==> src/inc/uvep_defs.svh <==
// Timing and width constants for the EPROM programmer controller
`ifndef UVEP_DEFS_SVH
`define UVEP_DEFS_SVH
`define UVEP_ADDR_W        13
`define UVEP_DATA_W        8
`define UVEP_CLK_PS        25000
`define UVEP_ACCESS_NS     450
`define UVEP_SETUP_NS      2000
`define UVEP_HOLD_NS       2000
`define UVEP_PULSE_US      50000
// Access wait: the part's delay, one edge of margin and two synchroniser stages
`define UVEP_ACCESS_CYC    ((`UVEP_ACCESS_NS * 1000 + `UVEP_CLK_PS - 1) / `UVEP_CLK_PS + 3)
`define UVEP_SETUP_CYC     ((`UVEP_SETUP_NS * 1000 + `UVEP_CLK_PS - 1) / `UVEP_CLK_PS)
`define UVEP_HOLD_CYC      ((`UVEP_HOLD_NS * 1000 + `UVEP_CLK_PS - 1) / `UVEP_CLK_PS)
`define UVEP_PULSE_CYC     ((`UVEP_PULSE_US * 1000) / (`UVEP_CLK_PS / 1000))
`define UVEP_PULSE_MAX_US  55000
`define UVEP_GUARD_MARGIN  2
`define UVEP_PULSE_MAX_CYC ((`UVEP_PULSE_MAX_US * 1000) / (`UVEP_CLK_PS / 1000))
`define UVEP_GUARD_W       22
`define UVEP_CNT_W         21
`endif

==> src/inc/uvep_pkg.sv <==
// Types shared by the EPROM programmer controller
package uvep_pkg;
  `include "uvep_defs.svh"
  typedef struct packed {
    logic                      write;
    logic [`UVEP_ADDR_W-1:0]   addr;
    logic [`UVEP_DATA_W-1:0]   data;
  } uvep_req_t;
  typedef struct packed {
    logic                      powerDownProgramStrobe;
    logic                      firstSelectLow;
    logic                      secondSelectLow;
    logic                      progSupplyHigh;
  } uvep_ctl_t;
  typedef enum logic [5:0] {
    ST_IDLE  = 6'h01,
    ST_RDLY  = 6'h02,
    ST_SETUP = 6'h04,
    ST_PULSE = 6'h08,
    ST_HOLD  = 6'h10,
    ST_DONE  = 6'h20
  } uvep_state_t;
endpackage

==> src/verilog/uvep_host.sv <==
// Host controller that reads and programs an 8K x 8 UV EPROM
`timescale 1ns/1ps
module uvep_host
  import uvep_pkg::*;
(
  input  wire logic                     clk_sys,
  input  wire logic                     rst,
  input  wire logic                     reqValid,
  output      logic                     reqReady,
  input  wire uvep_req_t                req,
  output      logic                     rspValid,
  output      logic [`UVEP_DATA_W-1:0]  rspData,
  output      uvep_ctl_t                ctl,
  output      logic [`UVEP_ADDR_W-1:0]  addrOut,
  input  wire logic [`UVEP_DATA_W-1:0]  dataIoLinesIn,
  output      logic [`UVEP_DATA_W-1:0]  dataIoLinesOut,
  output      logic                     dataIoLinesOe
);
  // One operation at a time: a read keeps the part selected for the access
  // time plus synchroniser latency; a program cycle raises the supply,
  // pulses the strobe once and drops the supply before the next request
  localparam logic [`UVEP_CNT_W-1:0] ACC_C   = `UVEP_CNT_W'(`UVEP_ACCESS_CYC);
  localparam logic [`UVEP_CNT_W-1:0] SETUP_C = `UVEP_CNT_W'(`UVEP_SETUP_CYC);
  localparam logic [`UVEP_CNT_W-1:0] HOLD_C  = `UVEP_CNT_W'(`UVEP_HOLD_CYC);
  localparam logic [`UVEP_CNT_W-1:0] PULSE_C = `UVEP_CNT_W'(`UVEP_PULSE_CYC);
  localparam logic [`UVEP_GUARD_W-1:0] GUARD_C =
    `UVEP_GUARD_W'(`UVEP_PULSE_MAX_CYC - `UVEP_GUARD_MARGIN);

  // Standby: strobe and both selects high, supply at read level, so the
  // part floats its outputs and draws standby current
  localparam uvep_ctl_t IDLE_CTL = '{
    powerDownProgramStrobe: 1'h1,
    firstSelectLow:         1'h1,
    secondSelectLow:        1'h1,
    progSupplyHigh:         1'h0
  };

  // Read: every control low with the supply left at the read level
  localparam uvep_ctl_t READ_CTL = '{
    powerDownProgramStrobe: 1'h0,
    firstSelectLow:         1'h0,
    secondSelectLow:        1'h0,
    progSupplyHigh:         1'h0
  };

  uvep_state_t              state_r, state_nxt;
  logic [`UVEP_CNT_W-1:0]   cnt_r, cnt_nxt;
  uvep_req_t                cur_r, cur_nxt;
  uvep_ctl_t                ctl_r, ctl_nxt;
  logic                     oe_r, oe_nxt;
  logic                     rv_r, rv_nxt;
  logic [`UVEP_DATA_W-1:0]  rd_r, rd_nxt;
  logic [`UVEP_DATA_W-1:0]  sync1_r, sync2_r;
  logic [`UVEP_DATA_W-1:0]  sync1_nxt, sync2_nxt;
  logic [`UVEP_GUARD_W-1:0] guard_r, guard_nxt;
  logic                     guardTrip;
  logic                     capRead;
  logic                     opDone;

  function automatic logic expired(input logic [`UVEP_CNT_W-1:0] c);
    expired = (c == `UVEP_CNT_W'(1));
  endfunction

  // Idle state parks the part in standby with supply at read level
  function automatic uvep_ctl_t idleCtl();
    idleCtl = IDLE_CTL;
  endfunction

  // Program mode: supply raised, both selects low, strobe as given
  function automatic uvep_ctl_t progCtl(input logic strobe);
    progCtl = '{powerDownProgramStrobe: strobe,
                firstSelectLow:         1'h0,
                secondSelectLow:        1'h0,
                progSupplyHigh:         1'h1};
  endfunction

  assign reqReady       = (state_r == ST_IDLE);
  assign rspValid       = rv_r;
  assign rspData        = rd_r;
  assign ctl            = ctl_r;
  assign addrOut        = cur_r.addr;
  assign dataIoLinesOut = cur_r.data;
  assign dataIoLinesOe  = oe_r;

  always_comb begin
    state_nxt = state_r;
    cnt_nxt   = cnt_r;
    cur_nxt   = cur_r;
    ctl_nxt   = ctl_r;
    oe_nxt    = oe_r;
    capRead   = 1'h0;
    opDone    = 1'h0;
    case (state_r)
      ST_IDLE: begin
        if (reqValid) begin
          cur_nxt = req;
          cnt_nxt = req.write ? SETUP_C : ACC_C;
          if (req.write) begin
            // Supply raised and selects low before strobe falls
            ctl_nxt   = progCtl(1'h1);
            oe_nxt    = 1'b1;
            state_nxt = ST_SETUP;
          end else begin
            ctl_nxt   = READ_CTL;
            oe_nxt    = 1'b0;
            state_nxt = ST_RDLY;
          end
        end
      end
      ST_RDLY: begin
        // Capture only once the word has crossed both synchroniser stages;
        // the read answers later than the part needs, traded for safe sampling
        if (expired(cnt_r)) begin
          capRead   = 1'h1;
          ctl_nxt   = idleCtl();
          state_nxt = ST_IDLE;
        end else begin
          cnt_nxt = cnt_r - `UVEP_CNT_W'(1);
        end
      end
      ST_SETUP: begin
        if (expired(cnt_r)) begin
          ctl_nxt   = progCtl(1'h0);
          cnt_nxt   = PULSE_C;
          state_nxt = ST_PULSE;
        end else begin
          cnt_nxt = cnt_r - `UVEP_CNT_W'(1);
        end
      end
      ST_PULSE: begin
        // The guard ends the pulse only if the count were ever too long
        if (expired(cnt_r) || guardTrip) begin
          ctl_nxt   = progCtl(1'h1);
          cnt_nxt   = HOLD_C;
          state_nxt = ST_HOLD;
        end else begin
          cnt_nxt = cnt_r - `UVEP_CNT_W'(1);
        end
      end
      ST_HOLD: begin
        // Address and data stay put until hold time has passed
        if (expired(cnt_r)) begin
          oe_nxt    = 1'b0;
          ctl_nxt   = idleCtl();
          opDone    = 1'h1;
          state_nxt = ST_IDLE;
        end else begin
          cnt_nxt = cnt_r - `UVEP_CNT_W'(1);
        end
      end
      default: begin
        state_nxt = ST_IDLE;
        ctl_nxt   = idleCtl();
        oe_nxt    = 1'b0;
      end
    endcase
  end

  always_ff @(posedge clk_sys or posedge rst) begin
    if (rst) begin
      state_r <= ST_IDLE;
      cnt_r   <= '0;
      cur_r   <= '0;
      ctl_r   <= IDLE_CTL;
      oe_r    <= 1'b0;
    end else begin
      state_r <= state_nxt;
      cnt_r   <= cnt_nxt;
      cur_r   <= cur_nxt;
      ctl_r   <= ctl_nxt;
      oe_r    <= oe_nxt;
    end
  end

  // Read data holds until the next read; rspValid pulses for one cycle
  always_comb begin
    rv_nxt = capRead || opDone;
    rd_nxt = capRead ? sync2_r : rd_r;
  end

  always_ff @(posedge clk_sys or posedge rst) begin
    if (rst) begin
      rv_r <= 1'h0;
      rd_r <= '0;
    end else begin
      rv_r <= rv_nxt;
      rd_r <= rd_nxt;
    end
  end

  // Pins change with no relation to clk_sys, so only sync2_r feeds logic
  always_comb begin
    sync1_nxt = dataIoLinesIn;
    sync2_nxt = sync1_r;
  end

  always_ff @(posedge clk_sys or posedge rst) begin
    if (rst) begin
      sync1_r <= '0;
      sync2_r <= '0;
    end else begin
      sync1_r <= sync1_nxt;
      sync2_r <= sync2_nxt;
    end
  end

  // Backstop on the absolute strobe limit, independent of the pulse count;
  // a second counter is the price of surviving a wrong pulse constant
  always_comb begin
    guardTrip = (guard_r >= GUARD_C);
    if (ctl_r.progSupplyHigh && !ctl_r.powerDownProgramStrobe) begin
      guard_nxt = guard_r + `UVEP_GUARD_W'(1);
    end else begin
      guard_nxt = '0;
    end
  end

  always_ff @(posedge clk_sys or posedge rst) begin
    if (rst) begin
      guard_r <= '0;
    end else begin
      guard_r <= guard_nxt;
    end
  end
endmodule
==> config.mk <==
export PLATFORM = sky130hd
export DESIGN_NAME = uvep_host
export DESIGN_NICKNAME = d
export VERILOG_FILES = /design/src/inc/uvep_pkg.sv /design/src/verilog/uvep_host.sv
export VERILOG_INCLUDE_DIRS = /design/src /design/src/inc
export SDC_FILE = /design/constraint.sdc
export NUM_CORES = 1
export LEC_CHECK = 0
export ABC_CLOCK_PERIOD_IN_PS = 2660
export BUFFER_PORTS_ARGS = -buffer_cell sky130_fd_sc_hd__buf_4
export CAP_MARGIN = 20
export CORE_MARGIN = 8
export CORE_UTILIZATION = 51
export DETAILED_ROUTE_END_ITERATION = 16
export GPL_TIMING_DRIVEN = 0
export PLACE_DENSITY = 0.78
export SKIP_LAST_GASP = 1
export SYNTH_ARGS = -nofsm -noshare
export SYNTH_HDL_FRONTEND = slang
export SYNTH_SLANG_ARGS = --single-unit
==> constraint.sdc <==
create_clock -name clk_sys -period 2.66 [get_ports clk_sys]
set_input_delay 0 -clock clk_sys [delete_from_list [all_inputs] [get_ports clk_sys]]
set_output_delay 0 -clock clk_sys [all_outputs]
set_load 0.05 [all_outputs]
==> results.json, run 1 <==
{
  "dp_hpwl_mm": 7.036,
  "final_common_cell": "dfrtp_1",
  "layout_min_cycle_time_ns": 2.530,
  "ios": 69,
  "critical_path_class": "reg2reg",
  "critPathLaunch": "cnt_r[2]",
  "cts_tree": "done",
  "fin_area_um2": 5642,
  "avgSynthCellArea_um2": 10.95,
  "path_cells": "or4_4, or3_1, buf_2, or4_1, or4_1, nand3_1",
  "r2r-start": "cnt_r[2]",
  "p_leak_nw": 2.572,
  "holdCritStartpoint": "reqValid",
  "wire_per_inst_um": 16.54,
  "worstSetupStartpointType": "register",
  "rsz0062_at_grt": "yes",
  "synth_cells": 401,
  "relSlewSlack_pct": 58.62,
  "outcome": "complete, no violations",
  "firstDrtPassIters": 4,
  "yosysSeqAreaShare_pct": 55.36,
  "ir_drop_mv": 0.7405,
  "start_util_pct": 51.33,
  "crit_path_top_delay_cell": "or4_4",
  "core_um2": 8551,
  "row_count": 34,
  "clockBufferDepth": 2,
  "finalCritPeriodShare_pct": 95.11,
  "grt_usage_pct": 17.96,
  "drc_errors": 0,
  "postRouteWirelength_mm": 10.34,
  "synth_area_um2": 4389,
  "crit_fanout": 8,
  "crit_required_ns": 2.96,
  "end_kind": "register",
  "grt_pass1_vias": 3509,
  "maxCapViolCount": 0,
  "setup_viol": 0,
  "synthArstFlopShare_pct": 100.0,
  "ys.flop_type": "dfrtp_1",
  "gp_congestion": 0.8556,
  "via_count": 3483,
  "nNetsFinal": 549,
  "p_per_area_nw_per_um2": 1124,
  "synth-edff-count": 0,
  "antenna_found_initial": 0,
  "syn-num-nets": 438,
  "worst_slew_pin_slew_ns": 0.6159,
  "arrival_ns": 2.83,
  "clock_latency_ns": 0.37,
  "numCtsBuffers": 9,
  "clkSinkCount": 97,
  "grt_pass1_wl_mm": 16.95,
  "diodes": 0,
  "gr-total-overflow": 0,
  "placedCellCount": 578,
  "cts-root-buf": "clkbuf_8",
  "drt_iter0_drc": 117,
  "die_y_um": 108.8,
  "cp_common_cell": "or4_1",
  "slew_viol_final": 0,
  "die_area_um2": 11830,
  "via_per_inst": 5.573,
  "layout-drive-gt1-share_pct": 28.05,
  "grt_max_degree": 71,
  "most-common-layout-cells": "dfrtp_1 (95), buf_4 (71), nor2_1 (36), dlygate4sd3_1 (31), mux2_2 (29)",
  "fin_util_pct": 65.98,
  "synth-seq-cells": 97,
  "placed_area_um2": 5077,
  "hold_viol": 0,
  "syn_to_final_growth_pct": 28.53,
  "drtAntennaViolNets": 0,
  "cp_top_family": "simple AND/OR/NAND/NOR gates",
  "yosys_warnings": 0,
  "final_cells": 625,
  "cts-htree-levels": 3,
  "port_buffers": 68,
  "synth_cell_types": 56,
  "clk_pin_slew_worst_paths_ns": 0.11,
  "setup_tns_ns": 0,
  "slowest_delay_ns": 0.53,
  "max_freq_mhz": 395.3,
  "hp-class": "in2reg",
  "fp.dieW_um": 108.8,
  "critical_path_buf_inv_count": 1,
  "fin_skew_ns": 0.01408
}
[flip-flops by register name, indices dropped and copies added (netlist names), 2 cells and up]
signal / count
ctl: 2
guard_r: 22
dataIoLinesOut: 8
state_r: 5
rspData: 8
sync1_r: 8
sync2_r: 8
addrOut: 13
cnt_r: 21
[through the flow]
stage / power [mW] / hold WS (ns) / setup WS [ns]
2_1_floorplan: 4.368 / 0.03143 / 0.02788
3_3_place_gp: 5.163 / 0.1095 / -0.9186
3_5_place_dp: 5.270 / 0.01935 / -0.1104
4_1_cts: 6.266 / 0.04388 / 0.0004650
5_1_grt: 6.694 / 0.09641 / -0.03147
6_report: 6.341 / 0.06747 / 0.1302
[tightest hold or removal path, stage by stage]
cell	delay, ns
buf_4	0.11
nor4_2	0.07
o21ai_0	0.16
nand2_1	0.05
[kinds of logic after synthesis]
| kind of cell | synth area share, % |
|---|---|
| buf+inv | 2.651 |
| simple gates | 16.76 |
| compound gates | 11.63 |
| xor+xnor | 4.789 |
| flops | 55.36 |
| fa+ha+maj | 1.140 |
| mux | 7.668 |
[report_power, final]
part           internal, mW  total, mW  leakage [nW]  switching, mW
Sequential             1.87       2.17          1.25          0.304
Clock                 0.388      0.940         0.100          0.552
Combinational          1.13       3.23          1.22           2.10
Total                  3.39       6.34          2.57           2.95
[per-layer routing]
layer	vias up	track usage (%)	routed length [um]
met5	-	0	0
met2	101	29.25	5272
li1	1670	-	-
met1	1698	22.60	4368
met3	14	3.605	531
met4	0	8.407	167
[layout make-up]
cell class | count | area (um2)
plain buffers | 15 | 73.82
clock buffers | 10 | 137.6
clock inverters | 6 | 55.05
fillers | 622 | 2909
inverters | 11 | 43.79
multi-input cells | 277 | 1911
flip-flops and latches | 97 | 2430
well taps | 108 | 135.1
repair buffers | 101 | 855.8
[Yosys cell counts (7+ instances only)]
cell	number	area, um2
and3_1	9	56.30
or3_1	9	56.30
xnor2_1	14	122.6
dfrtp_1	95	2377
mux2_2	29	326.6
nor3_1	14	70.07
nor2_1	37	138.9
inv_1	10	37.54
nand3_1	20	100.1
xor2_1	10	87.58
nand4_1	7	43.79
o21ai_0	16	80.08
nand2_1	25	93.84
a21oi_1	13	65.06
[what timing repair did]
action / 4_1_cts / 5_1_grt
setup buffers: 0 / 1
pin swaps: 0 / 1
endpoints found under the setup margin: 21 / 32
gates resized for setup: 3 / 12
endpoints found under the hold margin: 60 / 0
hold buffers: 31 / 0
[path summary, 6_finish.rpt]
kind / end / slack [ns] / cells past startpoint
max in group asynchronous: state_r[0] / 1.80 / 4
min in group asynchronous: dataIoLinesOut[3] / 0.17 / 3
max: cnt_r[19] / 0.13 / 6
min reg2reg: sync2_r[1] / 0.34 / 0
min: ctl[0] / 0.07 / 4
max reg2reg: cnt_r[19] / 0.13 / 6
(Power assumes the default switching activity.)
==> inputs of run 2 (changes only) <==
CELL_PAD_IN_SITES_DETAIL_PLACEMENT = 1   (was unset)
CELL_PAD_IN_SITES_GLOBAL_PLACEMENT = 1   (was unset)
CORE_UTILIZATION = 40   (was 51)
PLACE_DENSITY = 0.77   (was 0.78)
==> run 2 against run 1 <==
  * Clock skew rose by 0.0016 ns
  * Maximum frequency fell by 0.20%
  * Clock power rose by 3.5%
  * Sequential power barely moved
  * Largest power group unchanged
  * Sequential cell count did not move
  * Largest cell class unchanged
  * Setup slack got worse by 0.0051 ns
  * Hold slack improved by 0.025 ns
  * Sequential share of layout area fell by 0.32 points
  * Register-to-register slack barely moved
  * First-iteration DRC count rose by 50%
==> results.json, run 2 (synthesis results as in run 1) <==
{
  "outcome": "complete, no violations",
  "crit_fanout": 8,
  "p_leak_nw": 2.573,
  "fin_area_um2": 5684,
  "via_per_inst": 5.434,
  "wire_per_inst_um": 18.41,
  "cp_common_cell": "or4_1",
  "setup_viol": 0,
  "end_kind": "register",
  "relSlewSlack_pct": 56.62,
  "max_freq_mhz": 394.5,
  "p_total_mw": 6.421,
  "multi_input_area_um2": 1899,
  "cp_top_family": "simple AND/OR/NAND/NOR gates",
  "pwr-share-clk_pct": 15.2,
  "p_per_area_nw_per_um2": 1130,
  "crit_required_ns": 2.97,
  "cts-htree-levels": 3,
  "layout_min_cycle_time_ns": 2.535,
  "layout-drive-gt1-share_pct": 27.66,
  "drtAntennaViolNets": 0,
  "final_cells": 657,
  "rsz0062_at_grt": "no",
  "most-common-layout-cells": "dfrtp_1 (95), buf_4 (71), nor2_1 (36), dlygate4sd3_1 (31), mux2_2 (29)",
  "final_common_cell": "dfrtp_1",
  "reg2reg_depth": 6,
  "regMostFlops": "guard_r",
  "sw_frac_of_total_pct": 47.60,
  "critical_path_class": "reg2reg",
  "die_y_um": 120.8,
  "ir_drop_mv": 0.7430,
  "r2r_end": "cnt_r[19]",
  "hold_path_depth": 3,
  "die_area_um2": 14580,
  "numCtsBuffers": 9,
  "clkSinkCount": 97,
  "p_seq_share_pct": 34.1,
  "clk_pin_slew_worst_paths_ns": 0.11,
  "via_count": 3570,
  "row_count": 38,
  "cts-root-buf": "clkbuf_8",
  "worstSetupStartpointType": "register",
  "worst_slew_pin_slew_ns": 0.6447,
  "arrival_ns": 2.84,
  "crit_path_top_delay_cell": "or4_4",
  "dp_hpwl_mm": 8.392,
  "placedCellCount": 610,
  "ios": 69,
  "holdWs_ns": 0.09238,
  "clock_latency_ns": 0.37,
  "gr-total-overflow": 0,
  "fin_skew_ns": 0.01571,
  "largest_reg_flops": 22,
  "fp.dieW_um": 120.8,
  "drc_errors": 0,
  "n_fill_cell": 1140,
  "grt_usage_pct": 17.08,
  "holdPathEnd": "addrOut[3]",
  "diodes": 0,
  "finalCritPeriodShare_pct": 95.30,
  "clockBufferDepth": 2,
  "antenna_found_initial": 0,
  "nNetsFinal": 549,
  "critical_path_buf_inv_count": 1,
  "grt_pass1_wl_mm": 20.01,
  "drt_iter0_drc": 175,
  "p_comb_share_pct": 50.8,
  "path_cells": "or4_4, or3_1, buf_2, or4_1, or4_1, nand3_1",
  "core_um2": 10790,
  "port_buffers": 68,
  "syn_to_final_growth_pct": 29.50,
  "grt_max_degree": 53,
  "r2r-start": "cnt_r[0]",
  "maxCapViolCount": 0,
  "gp_congestion": 0.7763,
  "p_int_mw": 3.364,
  "holdCritStartpoint": "reqValid",
  "slowest_delay_ns": 0.57,
  "final-seq-area_um2": 2430,
  "hold_viol": 0,
  "cts_tree": "done",
  "start_util_pct": 40.67,
  "slew_viol_final": 0,
  "switchingPower_mw": 3.056,
  "placed_area_um2": 5117,
  "hp-class": "in2reg",
  "postRouteWirelength_mm": 12.10,
  "firstDrtPassIters": 4,
  "rrSetupSlack_ns": 0.13,
  "grt_pass1_vias": 3907
}
## run 2: worst register-to-register path, delay by kind of cell (launching register included)
family	cells	cell delay, ns
buffers and inverters	1	0.18
DFF	1	0.43
and+or+nand+nor	5	1.87
## run 2: timing repair
| action | 4_1_cts | 5_1_grt |
|---|---|---|
| setup buffers | 1 | 0 |
| hold endpoints to repair | 77 | 0 |
| endpoints found under the setup margin | 25 | 15 |
| gates resized for setup | 7 | 5 |
| hold buffers | 31 | 0 |
| gates cloned | 0 | 0 |
| pin swaps | 1 | 1 |
## run 2: worst max-delay path by stage
stage,end,from,cells past startpoint
after floorplan,cnt_r[15],state_r[0],8
after global placement,ctl[0],rst,2
after detailed placement,cnt_r[13],state_r[0],9
after CTS,cnt_r[13],state_r[0],9
after global routing,cnt_r[6],cnt_r[8],6
final,cnt_r[19],cnt_r[0],6
## run 2: layer usage
metal,wire [um],vias up,track usage [%]
met5,0,-,0
met4,152,0,5.386
met3,755,14,5.408
met2,6164,80,29.25
met1,5024,1813,19.95
li1,-,1663,-
## run 2: layout make-up
type	count	share of cell area, %
flip-flops and latches	97	42.75
multi-input cells	277	33.41
repair buffers	101	15.06
well taps	140	3.082
clock buffers	9	2.179
clock inverters	7	1.453
plain buffers	15	1.299
inverters	11	0.7704
## run 2: stage by stage
stage	setup slack (ns)	TNS, ns	utilization (%)
5_1_grt	0.01450	0	52.67
3_3_place_gp	-1.032	-99.54	47.14
2_1_floorplan	0.02788	0	-
4_1_cts	-0.01929	-0.01929	52.53
6_report	0.1251	0	52.67
3_5_place_dp	-0.1450	-2.268	47.41
## run 2: power groups by stage
stage / combinational, mW / clock [mW] / sequential [mW]
global placement: 3.07 / 0 / 2.16
floorplan: 1.47 / 0 / 2.90
detailed placement: 3.15 / 0 / 2.21
CTS: 3.23 / 1.02 / 2.18
global route: 3.48 / 1.07 / 2.24
finish: 3.26 / 0.973 / 2.19
